`config.mk`:
```
export PLATFORM = sky130hd
export DESIGN_NAME = edg_ctrl
export DESIGN_NICKNAME = d
export VERILOG_FILES = /design/src/verilog/edg_pkg.sv /design/src/verilog/edg_ctrl.sv /design/src/verilog/edg_sync.sv
export SDC_FILE = /design/constraint.sdc
export NUM_CORES = 1
export LEC_CHECK = 0
export ABC_AREA = 1
export ABC_CLOCK_PERIOD_IN_PS = 4150
export BUFFER_PORTS_ARGS = -buffer_cell sky130_fd_sc_hd__buf_2
export CORE_MARGIN = 2
export CORE_UTILIZATION = 52
export DETAILED_ROUTE_END_ITERATION = 12
export PLACE_DENSITY = 0.84
export SYNTH_ARGS = -nofsm -noshare
export SYNTH_HDL_FRONTEND = slang
export SYNTH_HIERARCHICAL = 1
export SYNTH_SLANG_ARGS = --single-unit
```
`constraint.sdc`:
```
create_clock -name clk -period 4.15 [get_ports clk]
set_input_delay 0.2075 -clock clk [delete_from_list [all_inputs] [get_ports clk]]
set_output_delay 0.2075 -clock clk [all_outputs]
set_load 0.01 [all_outputs]
```
`src/verilog/edg_pkg.sv`:
```
// constants and types for the external dma request and grant block
// Operation
// - grant asserted only when the external channel wins priority arbitration
// - each recognised request yields one or more complete bursts
// - grant output is active low
// - grant active only during a burst for an external request
// - grant needs source select external, both enables set, request asserted
// - request not sampled while grant is active, resumes after burst
// - after service, external channel gets low priority if others pend
// - grant held at least eight clock cycles
// - timing limits hold for the smallest one byte burst
// - all timing counts are system clock periods
package edg_pkg;
	localparam int unsigned EDG_NCH = 4;
	localparam int unsigned EDG_CLK_HZ = 10000000;
	// minimum grant time in clock periods as printed
	localparam int unsigned EDG_GRANT_MIN_HCLK = 8;
	localparam int unsigned EDG_GRANT_MIN_CYC = EDG_GRANT_MIN_HCLK < 1 ? 1 : EDG_GRANT_MIN_HCLK;
	localparam logic [3:0] EDG_GRANT_MIN_CNT = 4'(EDG_GRANT_MIN_CYC);
	localparam logic [3:0] EDG_CNT_RST = 4'h0;
	localparam logic [1:0] EDG_IDX_RST = 2'h0;
	localparam logic [3:0] EDG_SRC_EXT = 4'hF;
	typedef enum {EDG_IDLE, EDG_BURST} edg_state_t;
endpackage : edg_pkg

```
`src/verilog/edg_ctrl.sv`:
```
// external dma request arbitration and active low grant control
`timescale 1ns/1ps
`default_nettype none
module edg_ctrl
	import edg_pkg::*;
(
	input wire logic clk,
	input wire logic rst_n,
	input wire logic ext_req,
	input wire logic [1:0] ext_channel,
	input wire logic [3:0] request_source_select [EDG_NCH],
	input wire logic [EDG_NCH-1:0] request_enable,
	input wire logic [EDG_NCH-1:0] channel_active_enable,
	input wire logic [EDG_NCH-1:0] int_req,
	input wire logic burst_done,
	output logic ext_grant_n,
	output logic burst_start,
	output logic [1:0] burst_channel,
	output logic burst_busy
);
	typedef struct packed {
		edg_state_t state;
		logic [1:0] chan;
		logic ext;
		logic grant;
		logic [3:0] cnt;
		logic lowpri;
		logic start;
	} edg_st_t;
	edg_st_t st_r, st_nxt;
	logic req_s;
	logic [EDG_NCH-1:0] pend;
	logic [EDG_NCH-1:0] ext_ok;
	logic [1:0] win;
	logic win_v;

	// lowest index first; the external channel is pushed last when demoted
	function automatic logic [2:0] pick(input logic [EDG_NCH-1:0] p, input logic [1:0] skip,
			input logic demote);
		logic [2:0] r;
		r = 3'h0;
		for (int i = EDG_NCH - 1; i >= 0; i--) begin
			if (p[i] && !(demote && 2'(i) == skip)) begin
				r = {1'b1, 2'(i)};
			end
		end
		if (!r[2] && p[skip]) begin
			r = {1'b1, skip};
		end
		return r;
	endfunction : pick

	// any pending channel besides the external one
	function automatic logic others_pend(input logic [EDG_NCH-1:0] p, input logic [1:0] ext);
		return (p & ~(4'h1 << ext)) != 4'h0;
	endfunction : others_pend

	edg_sync u_sync (
		.clk(clk),
		.rst_n(rst_n),
		.d(ext_req),
		.q(req_s)
	);

	always_comb begin
		for (int i = 0; i < EDG_NCH; i++) begin
			ext_ok[i] = request_source_select[i] == EDG_SRC_EXT && request_enable[i]
				&& channel_active_enable[i];
			pend[i] = channel_active_enable[i] && request_enable[i]
				&& (int_req[i] || (ext_ok[i] && 2'(i) == ext_channel && req_s));
		end
		{win_v, win} = pick(pend, ext_channel, st_r.lowpri);
	end

	always_comb begin
		st_nxt = st_r;
		st_nxt.start = 1'b0;
		case (st_r.state)
			EDG_IDLE: begin
				if (win_v) begin
					st_nxt.state = EDG_BURST;
					st_nxt.chan = win;
					st_nxt.start = 1'b1;
					st_nxt.ext = ext_ok[win] && win == ext_channel && req_s;
					st_nxt.grant = st_nxt.ext;
					st_nxt.cnt = EDG_CNT_RST;
					st_nxt.lowpri = 1'b0;
				end
			end
			EDG_BURST: begin
				// request is not looked at here; grant is held to the minimum
				if (st_r.cnt != 4'hF) begin
					st_nxt.cnt = st_r.cnt + 4'h1;
				end
				// compare without adding so a saturated count cannot wrap
				if (burst_done && st_r.cnt >= EDG_GRANT_MIN_CNT - 4'h1) begin
					st_nxt.state = EDG_IDLE;
					st_nxt.grant = 1'b0;
					// demote only if someone else is waiting
					st_nxt.lowpri = st_r.ext && others_pend(pend, ext_channel);
					st_nxt.ext = 1'b0;
				end
			end
			default: begin
				st_nxt.state = EDG_IDLE;
			end
		endcase
	end

	always_ff @(posedge clk or negedge rst_n) begin
		if (!rst_n) begin
			st_r <= '{state: EDG_IDLE, chan: EDG_IDX_RST, cnt: EDG_CNT_RST, default: 1'b0};
		end else begin
			st_r <= st_nxt;
		end
	end

	assign ext_grant_n = !st_r.grant;
	assign burst_start = st_r.start;
	assign burst_channel = st_r.chan;
	assign burst_busy = st_r.state == EDG_BURST;
endmodule : edg_ctrl
`default_nettype wire

```
`src/verilog/edg_sync.sv`:
```
// two flop synchroniser for the external request pin
`timescale 1ns/1ps
`default_nettype none
module edg_sync (
	input wire logic clk,
	input wire logic rst_n,
	input wire logic d,
	output logic q
);
	typedef struct packed {
		logic s1;
		logic s2;
	} edg_sync_st_t;
	edg_sync_st_t st_r, st_nxt;
	always_comb begin
		st_nxt.s1 = d;
		st_nxt.s2 = st_r.s1;
	end
	always_ff @(posedge clk or negedge rst_n) begin
		if (!rst_n) begin
			st_r <= '0;
		end else begin
			st_r <= st_nxt;
		end
	end
	assign q = st_r.s2;
endmodule : edg_sync
`default_nettype wire
```
==> flow_metrics.env <==
export IMPL_clock_sinks=12
export IMPL_wl_per_cell_um=10.5
export IMPL_cts_setup_buffers=0
export IMPL_cp_start_kind="register"
export IMPL_start_util=0.567
export IMPL_cp_max_fo=10
export IMPL_yosys_warnings=6
export IMPL_insertedDiodeCount=0
export IMPL_die_w_um=47.9
export IMPL_most_common_layout_cells="nand2_1, buf_2, inv_1, nand3_1"
export IMPL_num_vias=1061
export IMPL_synth_edff_count=0
export IMPL_synth_flop_cell="dfrtp_1"
export IMPL_syn_to_final_growth_pct=23.5
export IMPL_worstPathArrival_ns=1.69
export IMPL_placed_cells=211
export IMPL_p_leak_nw=0.709
export IMPL_crit_type="reg -> reg"
export IMPL_setup_violations_final=0
export IMPL_insertion_delay_ns=0.26
export IMPL_firstDrtPassIters=4
export IMPL_synthArstFlopShare=1.00
export IMPL_cts_repair_resized=0
export IMPL_clockBufferDepth=2
export IMPL_cts_max_level=1
export IMPL_antenna_found_initial=0
export IMPL_synth_area_leaders="dfrtp_1, nand2_1, inv_1"
export IMPL_hold_path_class="in -> reg"
export IMPL_viasPerCell=4.93
export IMPL_dieArea_um2=2290
export IMPL_outcome="completed"
export IMPL_synth_seq_cells=12
export IMPL_end_kind="register"
export IMPL_setup_tns_ns=0
export IMPL_required_ns=4.31
export IMPL_coreArea_um2=1760
export IMPL_final_cells=215
export IMPL_grt_use_total=0.228
export IMPL_setup_ws_ns=2.61
export IMPL_syn_num_nets=186
export IMPL_cts_hold_fix_buffers=1
export IMPL_post_place_ws_ns=2.60
export IMPL_drt_total_wl_um=2250
export IMPL_grt_setup_unrepaired="false"
export IMPL_numCtsBuffers=3
export IMPL_drive_gt1_frac=0.347
export IMPL_num_rows=15
export IMPL_grt_pass1_wl_um=3640
export IMPL_ys_types=27
export IMPL_yosysTopAreaCell="dfrtp_1"
export IMPL_boundaryPins=39
export IMPL_globalplace_congestion=0.837
export IMPL_min_period_over_period=0.370
export IMPL_max_slew_margin=0.782
export IMPL_antenna_left=0
export IMPL_syn_inst=151
export IMPL_ys_seq_area_frac=0.300
export IMPL_hpwl_um=1930
export IMPL_fmax_mhz=651
export IMPL_vdd_drop_max_uv=308
export IMPL_path_clk_slew_ns=0.06
export IMPL_grt_pass1_vias=961
export IMPL_syn_area_um2=1000
export IMPL_pwr_density_cell_nw_per_um2=371
export IMPL_final_cell_area_um2=1240
export IMPL_cts_tree="built"
export IMPL_die_h_um=47.9
export IMPL_drc=0
export IMPL_min_period_ns=1.54
export IMPL_clock_skew_ns=0.00204
export IMPL_overflow=0
export IMPL_post_dp_cell_area_um2=1200
export IMPL_yosys_area_top_type_share=0.300
export IMPL_drt_iter0_drc=18
export IMPL_finalHoldViolations=0
export IMPL_final_max_slew_viol_count=0
export IMPL_grt_max_degree=13
export IMPL_max_cap_viol_count=0
export IMPL_final_nets=227
export IMPL_synth_avg_cell_area_um2=6.63
export IMPL_clock_root_buffer="clkbuf_4"
export IMPL_port_buffers=38
export IMPL_tightestPinTransition_ns=0.326
export IMPL_r2r_slack_ns=2.61
## where the power goes
| group | internal [W] | switching [W] |
|---|---|---|
| Combinational | 0.0000819 | 0.000121 |
| Clock | 0.0000335 | 0.0000329 |
| Sequential | 0.000156 | 0.0000336 |
| Total | 0.000271 | 0.000187 |
## through the flow
step           total power, W  hold WS, ns  utilization
3_5_place_dp         0.000394       0.0921        0.682
4_1_cts              0.000462       0.0370        0.701
6_report             0.000459       0.0461        0.701
5_1_grt              0.000494       0.0251        0.701
2_1_floorplan        0.000338      -0.0881            -
3_3_place_gp         0.000381       0.0894        0.682
## final timing paths
| check | startpoint | end | cells after the start |
|---|---|---|---|
| setup reg to reg | u_sync/q$_DFF_PN0_ | st_r[1]$_DFFE_PN0P_ | 12 |
| hold reg to reg | u_sync/st_nxt[0]$_DFF_PN0_ | u_sync/q$_DFF_PN0_ | 0 |
| max in group asynchronous | rst_n | st_r[2]$_DFFE_PN0P_ | 2 |
| min in group asynchronous | rst_n | st_r[4]$_DFFE_PN0P_ | 2 |
| setup / recovery | u_sync/q$_DFF_PN0_ | st_r[1]$_DFFE_PN0P_ | 12 |
| hold / removal | ext_req | u_sync/st_nxt[0]$_DFF_PN0_ | 1 |
## cells by family after synthesis
kind of cell / after synthesis / synth area share
simple gates: 92 / 0.470
xor+xnor: 1 / 0.00875
fa+ha+maj: 1 / 0.0125
buf+inv: 30 / 0.120
compound gates: 15 / 0.0888
flops: 12 / 0.300
## state kept, by name, summed over array words and instances, names as in the netlist
register and cells:
burst_channel 2, burst_start 1, st_r 7, u_sync/q 1
u_sync/st_nxt 1
## area by class of cell
cell class | instances | area [um2]
clock buffers | 3 | 22.5
fillers | 160 | 528
inverters | 27 | 101
multi-input cells | 109 | 581
flip-flops and latches | 12 | 300
well taps | 25 | 31.3
repair buffers | 39 | 200
## critical path, stage by stage, from the launching register on
cell and delay [ns]:
dfrtp_1 0.36, inv_1 0.15, nor2_1 0.07, nand3_1 0.09, nand2_2 0.07, nand3_1 0.07
nand2_1 0.09, nor2_2 0.16, nand2_4 0.09, nand2_8 0.09, nand2_2 0.06, nand2_1 0.08
o21ai_2 0.05
## synth_stat cells, types with 3 or more instances
| master | number |
|---|---|
| inv_1 | 24 |
| o21ai_1 | 3 |
| a21oi_1 | 4 |
| o21ai_0 | 3 |
| nand3_1 | 16 |
| nand2_1 | 38 |
| nand2_2 | 10 |
| dfrtp_1 | 12 |
| inv_2 | 3 |
| nor2_2 | 3 |
| nor2_1 | 12 |
| nand3_2 | 5 |
## per-layer routing
layer / vias to the layer above / GRT usage / wire length, um
met1: 468 / 0.252 / 925
met4: 0 / 0.0486 / 13
met3: 2 / 0.0642 / 175
met5: - / 0 / 0
li1: 553 / - / -
met2: 38 / 0.429 / 1130
(Power assumes the default switching activity.)
